==> config.mk <==
export PLATFORM = sky130hd
export DESIGN_NAME = stlx_activation_fsm
export DESIGN_NICKNAME = d
export VERILOG_FILES = /design/src/include/stlx_pkg.sv /design/src/rtl/stlx_cmd_decode.sv /design/src/rtl/stlx_deact_timer.sv /design/src/rtl/stlx_activation_fsm.sv
export SDC_FILE = /design/constraint.sdc
export NUM_CORES = 1
export LEC_CHECK = 0
export BUFFER_PORTS_ARGS = -buffer_cell sky130_fd_sc_hd__buf_4
export CAP_MARGIN = 20
export CORE_ASPECT_RATIO = 0.6
export CORE_MARGIN = 4
export CORE_UTILIZATION = 35
export DETAILED_ROUTE_END_ITERATION = 8
export HOLD_SLACK_MARGIN = 0.15
export SLEW_MARGIN = 20
export SYNTH_ARGS = -nofsm -noshare
export SYNTH_HDL_FRONTEND = slang
export SYNTH_SLANG_ARGS = --single-unit
export TNS_END_PERCENT = 5
==> constraint.sdc <==
create_clock -name clk -period 7.21 [get_ports clk]
set_clock_uncertainty 0.1 [all_clocks]
set_input_delay 0 -clock clk [delete_from_list [all_inputs] [get_ports clk]]
set_output_delay 0 -clock clk [all_outputs]
set_load 0.02 [all_outputs]
==> src/include/stlx_pkg.sv <==
package stlx_pkg;
  localparam int CI_W = 4;
  // Commands from the layer-2 controller
  localparam logic [3:0] CMD_DEACT_REQ = 4'h0;
  localparam logic [3:0] CMD_SM_CLEAR = 4'h1;
  localparam logic [3:0] CMD_SINGLE_PULSE = 4'h2;
  localparam logic [3:0] CMD_CONT_PULSE = 4'h3;
  localparam logic [3:0] CMD_ACT_REQ = 4'h8;
  localparam logic [3:0] CMD_LOOP_ACT = 4'hA;
  localparam logic [3:0] CMD_DEACT_CONFIRM = 4'hF;
  // Indications to the controller
  localparam logic [3:0] IND_INTERIM_CLOCK = 4'h0;
  localparam logic [3:0] IND_RX_NOT_SYNCED = 4'h4;
  localparam logic [3:0] IND_LINE_ACT = 4'h8;
  localparam logic [3:0] IND_CODE_VIOL = 4'hB;
  localparam logic [3:0] IND_ACT_COMPLETE = 4'hC;
  localparam logic [3:0] IND_DEACT_DONE = 4'hF;
  // Transmitted line infos
  localparam logic [2:0] TX_INFO0 = 3'h0;
  localparam logic [2:0] TX_INFO2 = 3'h2;
  localparam logic [2:0] TX_INFO4 = 3'h4;
  localparam logic [2:0] TX_SINGLE = 3'h5;
  localparam logic [2:0] TX_CONT = 3'h6;
  // Timing
  localparam int CLK_MHZ = 250;
  localparam int INFO0_HOLD_MS = 16;
  localparam int DEACT_TIMEOUT_MS = 32;
  localparam int INFO0_HOLD_CYC = INFO0_HOLD_MS * CLK_MHZ * 1000;
  localparam int DEACT_TIMEOUT_CYC = DEACT_TIMEOUT_MS * CLK_MHZ * 1000;
  localparam int TIMER_W = 24;
  typedef enum logic [3:0] {
    STLX_DEACT, STLX_PEND_ACT, STLX_ACTIVE, STLX_LOST_FRAME, STLX_PEND_DEACT,
    STLX_WAIT_DC, STLX_LOOP, STLX_TEST_SINGLE, STLX_TEST_CONT, STLX_CLEARED
  } stlx_state_t;
endpackage

==> src/rtl/stlx_cmd_decode.sv <==
`timescale 1ns/10ps
// Flags defined commands; other codes are ignored
module stlx_cmd_decode
  import stlx_pkg::*;
(
  // Command field
  input wire logic [3:0] cmd,
  // Decoded
  output logic valid,
  output logic test_cmd
);
  function automatic logic is_test(input logic [3:0] c);
    return (c == CMD_SINGLE_PULSE) || (c == CMD_CONT_PULSE);
  endfunction
  always_comb begin
    test_cmd = is_test(cmd);
    case (cmd)
      CMD_DEACT_REQ, CMD_SM_CLEAR, CMD_ACT_REQ, CMD_LOOP_ACT, CMD_DEACT_CONFIRM: valid = 1'b1;
      default: valid = is_test(cmd);
    endcase
  end
endmodule

==> src/rtl/stlx_deact_timer.sv <==
`timescale 1ns/10ps
// Pending-deactivation timers: INFO 0 hold and overall timeout
module stlx_deact_timer
  import stlx_pkg::*;
#(
  parameter int HOLD_CYC = INFO0_HOLD_CYC,
  parameter int TIMEOUT_CYC = DEACT_TIMEOUT_CYC
) (
  // Clock and reset
  input wire logic clk,
  input wire logic nrst,
  // Control
  input wire logic run,
  input wire logic rx_info0,
  // Result
  output logic done
);
  initial begin
    if (HOLD_CYC < 1 || TIMEOUT_CYC < HOLD_CYC || TIMEOUT_CYC >= (1 << TIMER_W))
      $error("stlx_deact_timer: bad counts");
  end
  logic [TIMER_W-1:0] hold_reg, hold_next, tout_reg, tout_next;
  logic done_reg, done_next;
  always_comb begin
    hold_next = '0;
    tout_next = '0;
    done_next = 1'b0;
    if (run) begin
      hold_next = rx_info0 ? hold_reg + 1'b1 : '0;
      tout_next = tout_reg + 1'b1;
      done_next = (rx_info0 && hold_reg >= TIMER_W'(HOLD_CYC - 1)) ||
                  (tout_reg >= TIMER_W'(TIMEOUT_CYC - 1));
      if (hold_reg == TIMER_W'(HOLD_CYC)) hold_next = hold_reg;
      if (tout_reg == TIMER_W'(TIMEOUT_CYC)) tout_next = tout_reg;
    end
  end
  always_ff @(posedge clk) begin
    if (!nrst) begin
      hold_reg <= '0;
      tout_reg <= '0;
      done_reg <= 1'b0;
    end else begin
      hold_reg <= hold_next;
      tout_reg <= tout_next;
      done_reg <= done_next;
    end
  end
  assign done = done_reg;
endmodule

==> src/rtl/stlx_activation_fsm.sv <==
`timescale 1ns/10ps
// Contract
// Test mode from any state but test mode
// Deactivated sends nothing, clock stop option
// Activation by line event or command
// No-signal info or command: send INFO 2
// Software supervises INFO 3 reception time
// Loop command closes analogue loop two
// Activated sends INFO 4 continuously
// Sync loss: lost framing, send INFO 2
// INFO 3 again resumes INFO 4
// Deactivation request: INFO 0, pending deactivation
// Done after 16 ms INFO 0 or 32 ms
// Wait until deactivation confirm
// Confirm enters deactivated, detection enabled
// Clear resets machine, INFO 0, ignores line
// Single or continuous alternating pulse tests
// Controller starts activation with code 1000
// Deactivated reports interim clock indication
// Report not synced when receiver unsynchronous
// Report line activation on no-signal info
// Code violation reported only when enabled
// Activation complete when receiver synchronous
// Controller holds command until action starts
// Indications follow state continuously
// Undefined commands ignored, state kept
module stlx_activation_fsm
  import stlx_pkg::*;
#(
  parameter int HOLD_CYC = INFO0_HOLD_CYC,
  parameter int TIMEOUT_CYC = DEACT_TIMEOUT_CYC
) (
  // Clock and reset
  input wire logic clk,
  input wire logic nrst,
  // Controller command/indication field
  input wire logic [3:0] ci_cmd,
  output logic [3:0] ci_ind,
  // Configuration
  input wire logic clock_stop_enable,
  input wire logic code_violation_report_enable,
  // Line receiver status
  input wire logic rx_info0,
  input wire logic rx_level,
  input wire logic rx_info3,
  input wire logic rx_synced,
  input wire logic rx_code_viol,
  // Line transmitter and analogue control
  output logic [2:0] tx_info,
  output logic loop2_close,
  output logic clock_stop,
  output logic line_detect_en
);
  stlx_state_t state_reg, state_next;
  logic [3:0] ind_reg, ind_next;
  logic [2:0] tx_reg, tx_next;
  logic loop_reg, loop_next;
  logic stop_reg, stop_next;
  logic cmd_valid, cmd_test, deact_done, timer_run;

  stlx_cmd_decode u_dec (
    .cmd(ci_cmd),
    .valid(cmd_valid),
    .test_cmd(cmd_test)
  );

  assign timer_run = (state_reg == STLX_PEND_DEACT) && (state_next == STLX_PEND_DEACT);

  stlx_deact_timer #(
    .HOLD_CYC(HOLD_CYC),
    .TIMEOUT_CYC(TIMEOUT_CYC)
  ) u_tmr (
    .clk(clk),
    .nrst(nrst),
    .run(timer_run),
    .rx_info0(rx_info0),
    .done(deact_done)
  );

  // State transitions
  always_comb begin
    state_next = state_reg;
    // Undefined codes act as no command; line events still move the state
    if (cmd_valid && ci_cmd == CMD_SM_CLEAR) begin
      state_next = STLX_CLEARED;
    end else if (cmd_valid && ci_cmd == CMD_DEACT_REQ) begin
      if (state_reg != STLX_PEND_DEACT && state_reg != STLX_WAIT_DC)
        state_next = STLX_PEND_DEACT;
    end else if (cmd_test) begin
      // Only entered from non-test states
      if (state_reg != STLX_TEST_SINGLE && state_reg != STLX_TEST_CONT)
        state_next = (ci_cmd == CMD_SINGLE_PULSE) ? STLX_TEST_SINGLE : STLX_TEST_CONT;
    end else begin
      case (state_reg)
        STLX_DEACT: begin
          if (ci_cmd == CMD_LOOP_ACT)
            state_next = STLX_LOOP;
          else if (ci_cmd == CMD_ACT_REQ || rx_level)
            state_next = STLX_PEND_ACT;
        end
        STLX_PEND_ACT: begin
          if (ci_cmd == CMD_LOOP_ACT)
            state_next = STLX_LOOP;
          else if (rx_info3 && rx_synced)
            state_next = STLX_ACTIVE;
        end
        STLX_ACTIVE: begin
          if (!rx_synced) state_next = STLX_LOST_FRAME;
        end
        STLX_LOST_FRAME: begin
          if (rx_info3 && rx_synced) state_next = STLX_ACTIVE;
        end
        STLX_PEND_DEACT: begin
          if (deact_done) state_next = STLX_WAIT_DC;
        end
        STLX_WAIT_DC, STLX_TEST_SINGLE, STLX_TEST_CONT, STLX_CLEARED: begin
          if (ci_cmd == CMD_DEACT_CONFIRM) state_next = STLX_DEACT;
        end
        STLX_LOOP: begin
          if (ci_cmd == CMD_DEACT_CONFIRM) state_next = STLX_DEACT;
        end
        default: state_next = STLX_CLEARED;
      endcase
    end
  end

  // Outputs follow the next state
  always_comb begin
    tx_next = TX_INFO0;
    loop_next = 1'b0;
    stop_next = 1'b0;
    ind_next = IND_INTERIM_CLOCK;
    case (state_next)
      STLX_DEACT: begin
        tx_next = TX_INFO0;
        stop_next = clock_stop_enable;
        ind_next = rx_level ? IND_LINE_ACT : IND_INTERIM_CLOCK;
      end
      STLX_PEND_ACT: begin
        tx_next = TX_INFO2;
        ind_next = rx_info0 || rx_level ? IND_LINE_ACT : IND_INTERIM_CLOCK;
      end
      STLX_ACTIVE: begin
        tx_next = TX_INFO4;
        ind_next = IND_ACT_COMPLETE;
      end
      STLX_LOST_FRAME: begin
        tx_next = TX_INFO2;
        ind_next = IND_RX_NOT_SYNCED;
      end
      STLX_PEND_DEACT: begin
        tx_next = TX_INFO0;
        ind_next = IND_INTERIM_CLOCK;
      end
      STLX_WAIT_DC: begin
        tx_next = TX_INFO0;
        ind_next = IND_DEACT_DONE;
      end
      STLX_LOOP: begin
        tx_next = TX_INFO2;
        loop_next = 1'b1;
        ind_next = rx_synced ? IND_ACT_COMPLETE : IND_RX_NOT_SYNCED;
      end
      STLX_TEST_SINGLE: tx_next = TX_SINGLE;
      STLX_TEST_CONT: tx_next = TX_CONT;
      STLX_CLEARED: tx_next = TX_INFO0;
      default: tx_next = TX_INFO0;
    endcase
    // Line-derived indications are held off while cleared, in test or waiting for deactivation confirm
    if (state_next != STLX_CLEARED && state_next != STLX_TEST_SINGLE &&
        state_next != STLX_TEST_CONT && state_next != STLX_WAIT_DC) begin
      if (code_violation_report_enable && rx_code_viol)
        ind_next = IND_CODE_VIOL;
      else if (state_next == STLX_PEND_ACT && rx_level && !rx_synced && !rx_info0)
        ind_next = IND_RX_NOT_SYNCED;
    end
  end

  always_ff @(posedge clk) begin
    if (!nrst) begin
      state_reg <= STLX_CLEARED;
      ind_reg <= IND_INTERIM_CLOCK;
      tx_reg <= TX_INFO0;
      loop_reg <= 1'b0;
      stop_reg <= 1'b0;
    end else begin
      state_reg <= state_next;
      ind_reg <= ind_next;
      tx_reg <= tx_next;
      loop_reg <= loop_next;
      stop_reg <= stop_next;
    end
  end

  assign ci_ind = ind_reg;
  assign tx_info = tx_reg;
  assign loop2_close = loop_reg;
  assign clock_stop = stop_reg;
  assign line_detect_en = (state_reg == STLX_DEACT);
endmodule

==> qor.txt, run 1 <==
Die width: 130 um
Max stage delay on crit path: 640 ps
CTS tree: done
Mapped cell area: 3130 sq um
CTS clk-pin slew, worst paths: 50 ps
Placement Rows: 26
Vias in the first global route: 2,490
Number of iterations in the first detailed-routing pass: 6
Pleak: 1.34 nW
Fmax: 0.319 GHz
# port buffers: 22
Cell Chain, Critical Path: or4b_2, and2_1, o32ai_1, nand2_1, a211o_1, a21oi_1, dlygate4sd3_1
Post-route cell area: 3750 sq um
Tcrit/Tclk final: 43.5%
Area after DPL: 3360 sq um
FF+latch count, synth: 61
Crit path DAT: 3300 ps
Least-Margin Pin Slew: 575 ps
Number of buffers created by CTS: 9
Post-Syn Nets: 392
Vias per cell: 5.20
H-tree depth: 3
Ant. Diodes: 0
CTS max path bufs: 2
Clock Tree Root: clkbuf_16
Initial DRC count: 194
Post-CTS Setup Bufs: 0
Max Slew Vio Count: 0
Wirelength, routed: 7.11 mm
Core area: 8590 sq um
CP top delay family: simple AND/OR/NAND/NOR gates
Starting density of the core: 36.4%
Critical path startpoint category: flop
RSZ-0062 raised after global routing: no
Power Density: 228 nW/um^2
ANT nets after route: 0
All-layer global routing usage: 14.5%
Yosys warns: 0
Post-detail-place hpwl: 5.00 mm
Die Y: 81.2 um
Vias post-DR: 2,683
Asr flop ratio synth: 0%
Area of the multi-input gates: 1760 sq um
Outcome: complete, no violations
First-pass GRT wire length: 12.0 mm
Nets: 416
Reg area: 1220 sq um
Setup CP Type: reg -> reg
Buffers plus inverters on the worst setup path: 1
CTS sink count: 61
Number of synthesized flops with an enable pin: 0
CP max FO: 13
Layout filler cell count: 868
Clk Latency, worst-skew pair: 320 ps
Normalized max-slew margin: 61.3%
Final setup viols: 0
Setup_tns: 0 ps
Hold WS: 246 ps
Worst endpoint required time: 7380 ps
Ports: 23
GP Congestion: 0.829
Synth unique cells: 56
Max_cap viols: 0
DRC: 0
Mapped Cells: 375
Slowest CP cell: or4b_2
Post-DR wirelength/cell: 13.8 um
Largest net degree at the start of global routing: 50
Register area share after synthesis: 39.1%
Post-CTS resize count: 0
GRT overflow: 0
Min Tclk post-route: 3130 ps
Peak supply drop: 135 uV
Mean post-synth cell area: 8.34 sq um
CTS Hold Buffers Added: 9
Worst hold path class: in -> reg
Final Hold Viols: 0
Syn-to-layout area delta: 20.0%
Antenna violations before repair: 0
Main flop type after synthesis: dfxtp_1
Share of cells above drive strength 1: 11.1%
Die area: 10,600 sq um
CP Capture Type: flop
[worst reg2reg max path, cell delays in order, from the launching register on]
cell           delay [ps]
dfxtp_1               560
or4b_2                640
and2_1                180
o32ai_1               260
nand2_1               330
a211o_1               330
a21oi_1               120
dlygate4sd3_1         560
[cells in the final DEF, fill, tap and decap left out, types with 2 or more instances in the layout]
master | Yosys | layout
dfxtp_1 | 61 | 61
nor2_1 | 43 | 43
nor3_1 | 30 | 30
nand2_1 | 25 | 25
nand3_1 | 24 | 24
buf_4 | 1 | 23
xor2_1 | 22 | 22
xnor2_1 | 20 | 20
inv_1 | 16 | 16
a21oi_1 | 10 | 10
clkbuf_16 | 0 | 9
dlygate4sd3_1 | 0 | 9
nand4_1 | 8 | 8
and3_1 | 8 | 8
nand2b_1 | 6 | 6
or3_1 | 6 | 6
nor4_1 | 5 | 5
a31oi_1 | 5 | 5
and2_1 | 5 | 5
or4_1 | 5 | 5
nor3b_1 | 4 | 4
o211ai_1 | 4 | 4
ha_1 | 4 | 4
o21ai_0 | 3 | 3
nand4b_1 | 3 | 3
o211a_1 | 3 | 3
clkinv_2 | 0 | 3
a21o_1 | 2 | 2
and4b_1 | 2 | 2
or2_2 | 2 | 2
o311a_1 | 2 | 2
a41oi_1 | 2 | 2
o2111ai_1 | 2 | 2
clkbuf_1 | 11 | 2
bufinv_16 | 0 | 2
[logic make-up (layout without fill, tap and decap cells)]
logic type,count (synthesis),count (layout),share of synthesized area [%]
and+or+nand+nor,186,186,31.6
buffers and inverters,35,64,4.60
muxes,2,2,0.680
DFF,61,61,39.1
AOI/OAI and AO/OA,45,45,10.7
xor gates and xnor gates,42,42,11.8
adders and majority gates,4,4,1.60
[synth_stat cells, types with 3 or more instances]
library cell / instances / area, sq um
a21oi_1: 10 / 50.1
a31oi_1: 5 / 31.3
and2_1: 5 / 31.3
and3_1: 8 / 50.1
buf_2: 7 / 35.0
clkbuf_1: 11 / 41.3
dfxtp_1: 61 / 1220
ha_1: 4 / 50.1
inv_1: 16 / 60.1
nand2_1: 25 / 93.8
nand2b_1: 6 / 37.5
nand3_1: 24 / 120
nand4_1: 8 / 50.1
nand4b_1: 3 / 26.3
nor2_1: 43 / 161
nor3_1: 30 / 150
nor3b_1: 4 / 30.0
nor4_1: 5 / 31.3
o211a_1: 3 / 30.0
o211ai_1: 4 / 30.0
o21ai_0: 3 / 15.0
or3_1: 6 / 37.5
or4_1: 5 / 37.5
xnor2_1: 20 / 175
xor2_1: 22 / 193
[final timing paths]
kind	startpoint	endpoint	slack, ps	depth (start not counted)
max	state_reg[2]$_SDFF_PN0_	ci_ind[2]$_SDFF_PN0_	4080	7
min	ci_cmd[1]	state_reg[2]$_SDFF_PN0_	250	4
max reg2reg	state_reg[2]$_SDFF_PN0_	ci_ind[2]$_SDFF_PN0_	4080	7
min reg2reg	u_tmr.tout_reg[23]$_SDFFE_PN0P_	u_tmr.done$_SDFF_PN0_	420	2
[area by class of cell]
cell class | count | area share, %
sequential | 61 | 32.5
clock inverter | 5 | 2.00
tap | 112 | 3.73
timing repair buffer | 32 | 7.00
multi-input combinational | 279 | 46.9
clock buffer | 11 | 6.20
inverter | 16 | 1.60
[routing by layer]
metal | up-vias | wire length [um] | track usage [%]
li1 | 1382 | - | -
met4 | 0 | 43 | 4.05
met2 | 49 | 2780 | 19.0
met3 | 5 | 322 | 5.58
met1 | 1247 | 3970 | 21.4
met5 | - | 0 | 0
[where the power goes]
part	internal, mW	total, mW	switching [mW]
Sequential	0.342	0.349	0.00638
Clock	0.300	0.444	0.144
Combinational	0.0278	0.0628	0.0349
Total	0.670	0.856	0.185
[through the flow]
stage               std cells  power, mW  setup slack (ps)  util [%]
detailed placement        491      0.413              4190      39.1
CTS                       516      0.869              4100      43.7
global placement          491      0.413              4320      39.1
floorplan                 375      0.393              4570         -
global route              516      0.892              3890      43.7
finish                    516      0.856              4080      43.7
Note: power is estimated with default switching activity, not from simulation.
==> run 2: changes to the inputs <==
- clock period: 7.21 -> 2.9 ns (I/O delays scaled with it)
==> qor.txt, run 2 (same netlist as run 1, synthesis figures left out) <==
Outcome: complete, no violations
Post-Place Cells: 500
DRC: 0
Placement Rows: 26
Flop-to-flop setup slack: 80 ps
Most frequent cells in the layout: 61 x dfxtp_1, 43 x nor2_1, 31 x buf_4, 30 x nor3_1, 25 x nand2_1
Setup CP Type: reg -> reg
Final setup viols: 0
Number of iterations in the first detailed-routing pass: 5
Number of buffers created by CTS: 9
Starting density of the core: 36.4%
CTS clk-pin slew, worst paths: 50 ps
Area of the multi-input gates: 1760 sq um
Core area: 8590 sq um
Switch share: 20.5%
Worst Reg-to-Reg Cells: 8
Reg2Reg Launch Point: state_reg[0]$_SDFF_PN1_
Vias post-DR: 2,739
CTS sink count: 61
Min Tclk post-route: 2820 ps
Ant. Diodes: 0
Area after DPL: 3440 sq um
# port buffers: 22
Die area: 10,600 sq um
Max stage delay on crit path: 680 ps
Final Non-Filler Cells: 525
Max Slew Vio Count: 0
P_sw: 476 uW
Share of cells above drive strength 1: 13.3%
Antenna violations before repair: 0
Min-delay src: ci_cmd[0]
Initial DRC count: 187
Die width: 130 um
Max_cap viols: 0
Syn-to-layout area delta: 24.3%
Peak supply drop: 265 uV
Clk Latency, worst-skew pair: 330 ps
CP max FO: 10
CTS tree: done
Reg area: 1220 sq um
Normalized max-slew margin: 61.2%
GP Congestion: 0.892
Fmax: 0.355 GHz
CP Capture Type: flop
Post-DR wirelength/cell: 14.0 um
Least-Margin Pin Slew: 577 ps
Crit path DAT: 2990 ps
Slowest CP cell: or4b_2
Hold path cells: 5
Clk pwr share: 55.2%
Layout filler cell count: 849
Pleak: 1.41 nW
Critical path startpoint category: flop
First-pass GRT wire length: 12.5 mm
Tcrit/Tclk final: 97.3%
All-layer global routing usage: 14.9%
H-tree depth: 3
Comb pwr share: 7.9%
Worst hold path class: in -> reg
Post-detail-place hpwl: 5.12 mm
Post-CTS resize count: 0
Cell Chain, Critical Path: or4b_2, and2_1, o32ai_1, buf_4, nand2_1, a31oi_1, o211a_1, dlygate4sd3_1
Commonest non-fill, non-tap cell in the layout: dfxtp_1
Hold WS: 247 ps
Vias in the first global route: 2,588
Final Hold Viols: 0
Post-CTS Setup Bufs: 0
Wirelength, routed: 7.37 mm
Setup_tns: 0 ps
Ports: 23
Worst endpoint required time: 3070 ps
Clock Tree Root: clkbuf_16
Pint: 1.84 mW
Post-route cell area: 3890 sq um
GRT overflow: 0
Layout Utilization: 45.3%
Largest net degree at the start of global routing: 50
Vias per cell: 5.22
Die Y: 81.2 um
ANT nets after route: 0
RSZ-0062 raised after global routing: no
CTS Hold Buffers Added: 9
Worst setup startpoint: state_reg[0]$_SDFF_PN1_
Power Density: 596 nW/um^2
Sequential share of power: 36.9%
Nets: 425
CTS max path bufs: 2
-- run 2: cell types whose count changed in the layout (fill, tap and decap cells not counted) --
cell,delta
buf_4,+8
clkbuf_8,+3
clkinv_2,-3
buf_12,+1
bufinv_16,+1
clkbuf_1,-1
-- run 2: path summary, 6_finish.rpt --
check | endpoint
setup / recovery | ci_ind[3]$_SDFF_PN0_
hold reg to reg | u_tmr.done$_SDFF_PN0_
setup reg to reg | ci_ind[3]$_SDFF_PN0_
hold / removal | tx_info[1]$_SDFF_PN0_
-- run 2: final cells by class --
cell class              count  area share (%)
clock buffers              13            6.95
clock inverters             3            2.32
inverters                  16            1.55
multi-input cells         279            45.3
flip-flops and latches     61            31.4
well taps                 112            3.61
repair buffers             41            8.82
-- run 2: per-stage QoR --
step	total power [mW]	worst slack [ps]
finish	2.32	79.7
global route	2.40	1.59
CTS	2.34	100
detailed placement	1.04	216
global placement	1.04	298
floorplan	0.976	256
-- run 2: per-layer routing --
metal	up-vias	routed length, um	track usage [%]
met4	0	59	5.50
met5	-	0	0
met1	1269	4030	22.0
li1	1400	-	-
met2	61	2930	19.6
met3	9	352	5.06
-- run 2: power by group through the flow --
stage	clock network, mW	logic [mW]	registers [mW]
after global placement	0	0.168	0.873
final	1.28	0.183	0.856
after global routing	1.34	0.198	0.856
after floorplan	0	0.0952	0.881
after detailed placement	0	0.168	0.873
after CTS	1.31	0.180	0.855
-- run 2: worst max-delay path: cells and delay by family, from the launching register on --
family	cells	cell delay [ps]
compound gates	3	590
buf+inv	2	740
flops	1	300
simple gates	3	1050
==> run 3: changes to the inputs <==
- GPL_TIMING_DRIVEN: not set -> 0
==> qor.txt, run 3 (same netlist as run 1, synthesis figures left out) <==
Outcome: complete, no violations
Normalized max-slew margin: 59.0%
Vias per cell: 5.27
Pre-CTS WS: -255 ps
Antenna violations before repair: 0
Peak supply drop: 300 uV
Commonest non-fill, non-tap cell in the layout: dfxtp_1
Clk Latency, worst-skew pair: 330 ps
CP max FO: 6
Buffers plus inverters on the worst setup path: 1
Vias post-DR: 2,821
Number of buffers created by CTS: 9
Initial DRC count: 303
CTS max path bufs: 2
CP top delay family: simple AND/OR/NAND/NOR gates
Clock Tree Root: clkbuf_16
Placement Rows: 26
GRT overflow: 0
Die area: 10,600 sq um
Tcrit/Tclk final: 97.0%
Post-detail-place hpwl: 5.35 mm
Die width: 130 um
Flop-to-flop setup slack: 90 ps
Worst setup margin: 87.1 ps
Worst hold path class: in -> reg
Core area: 8590 sq um
CTS clk-pin slew, worst paths: 50 ps
Max_cap viols: 0
CTS sink count: 61
Top cell by count, worst path: or4_4
Layout filler cell count: 864
Post-DR wirelength/cell: 13.9 um
Ant. Diodes: 0
Vias in the first global route: 2,562
Power Density: 570 nW/um^2
First-pass GRT wire length: 12.7 mm
Nets: 435
Share of cells above drive strength 1: 16.8%
Most frequent cells in the layout: 59 x dfxtp_1, 43 x nor2_1, 30 x nor3_1, 27 x buf_4, 24 x nand2_1
ANT nets after route: 0
Wirelength, routed: 7.44 mm
Number of iterations in the first detailed-routing pass: 4
Setup_tns: 0 ps
Fmax: 0.356 GHz
RSZ-0062 raised after global routing: no
Crit path DAT: 2970 ps
Pleak: 1.43 nW
Critical path startpoint category: flop
Final Hold Viols: 0
CTS tree: done
DRC: 0
Final setup viols: 0
H-tree depth: 3
Setup CP Type: reg -> reg
Slowest CP cell: or4_4
Max stage delay on crit path: 550 ps
GP Congestion: 0.893
Ports: 23
Max Slew Vio Count: 0
Worst endpoint required time: 3060 ps
CP Capture Type: flop
Syn-to-layout area delta: 26.1%
# port buffers: 21
Cell Chain, Critical Path: or4_4, or4_4, or4_4, buf_4, nor2b_4, or3b_1, a21oi_2
Least-Margin Pin Slew: 610 ps
Die Y: 81.2 um
Starting density of the core: 36.4%
Largest net degree at the start of global routing: 11
Min Tclk post-route: 2810 ps
All-layer global routing usage: 15.4%
[run 3: changes by cell type in the layout (fill, tap and decap cells not counted), sizes merged]
cell and change:
clkinv +1, bufinv -1, buf -1, clkbuf +11
[run 3: routing by layer]
metal / track usage [%] / wire length, um
met1: 22.8 / 4070
met4: 4.98 / 63
met2: 19.8 / 2990
met5: 0 / 0
met3: 5.98 / 309
[run 3: path summary, 6_finish.rpt]
check	from	depth (start not counted)	to
max	u_tmr.hold_reg[15]$_SDFFE_PN0P_	7	u_tmr.hold_reg[2]$_SDFFE_PN0P_
min	ci_cmd[0]	4	state_reg[3]$_SDFF_PN1_
max reg2reg	u_tmr.hold_reg[15]$_SDFFE_PN0P_	7	u_tmr.hold_reg[2]$_SDFFE_PN0P_
min reg2reg	u_tmr.tout_reg[23]$_SDFFE_PN0P_	2	u_tmr.done$_SDFF_PN0_
[run 3: cell type report]
class | instances | area (sq um) | area share (%)
Sequential cell | 61 | 1220 | 31.0
Multi-Input combinational cell | 279 | 1810 | 45.9
Inverter | 16 | 60.1 | 1.52
Tap cell | 112 | 140 | 3.55
Timing Repair Buffer | 33 | 270 | 6.85
Clock inverter | 3 | 65.1 | 1.65
Clock buffer | 13 | 280 | 7.11
Buffer | 18 | 93.8 | 2.38
[run 3: report_power, final]
group	internal (mW)	total (mW)	switching, mW
clock network	0.843	1.21	0.365
registers	0.851	0.857	0.00584
logic	0.0795	0.183	0.104
[run 3: repair_timing]
action,CTS,global route
endpoints found under the setup margin,49,46
hold buffers,9,0
buffers inserted,0,3
hold endpoints to repair,17,0
pin swaps,1,4
resized for setup,6,17
[run 3: stage by stage]
stage          hold WS, ps  power (mW)  util, %  cells  instance area, sq um
2_1_floorplan        -38.1       0.976        -    375                  3130
3_3_place_gp          99.4        1.03     39.9    508                  3420
3_5_place_dp          96.9        1.03     39.9    508                  3420
4_1_cts                210        2.27     45.3    533                  3890
5_1_grt                253        2.35     45.9    535                  3940
6_report               216        2.25     45.9    535                  3940
[run 3: tightest hold or removal path: stages]
cell	delay (ps)
buf_2	170
a21o_1	120
a31oi_2	130
nand2_2	160
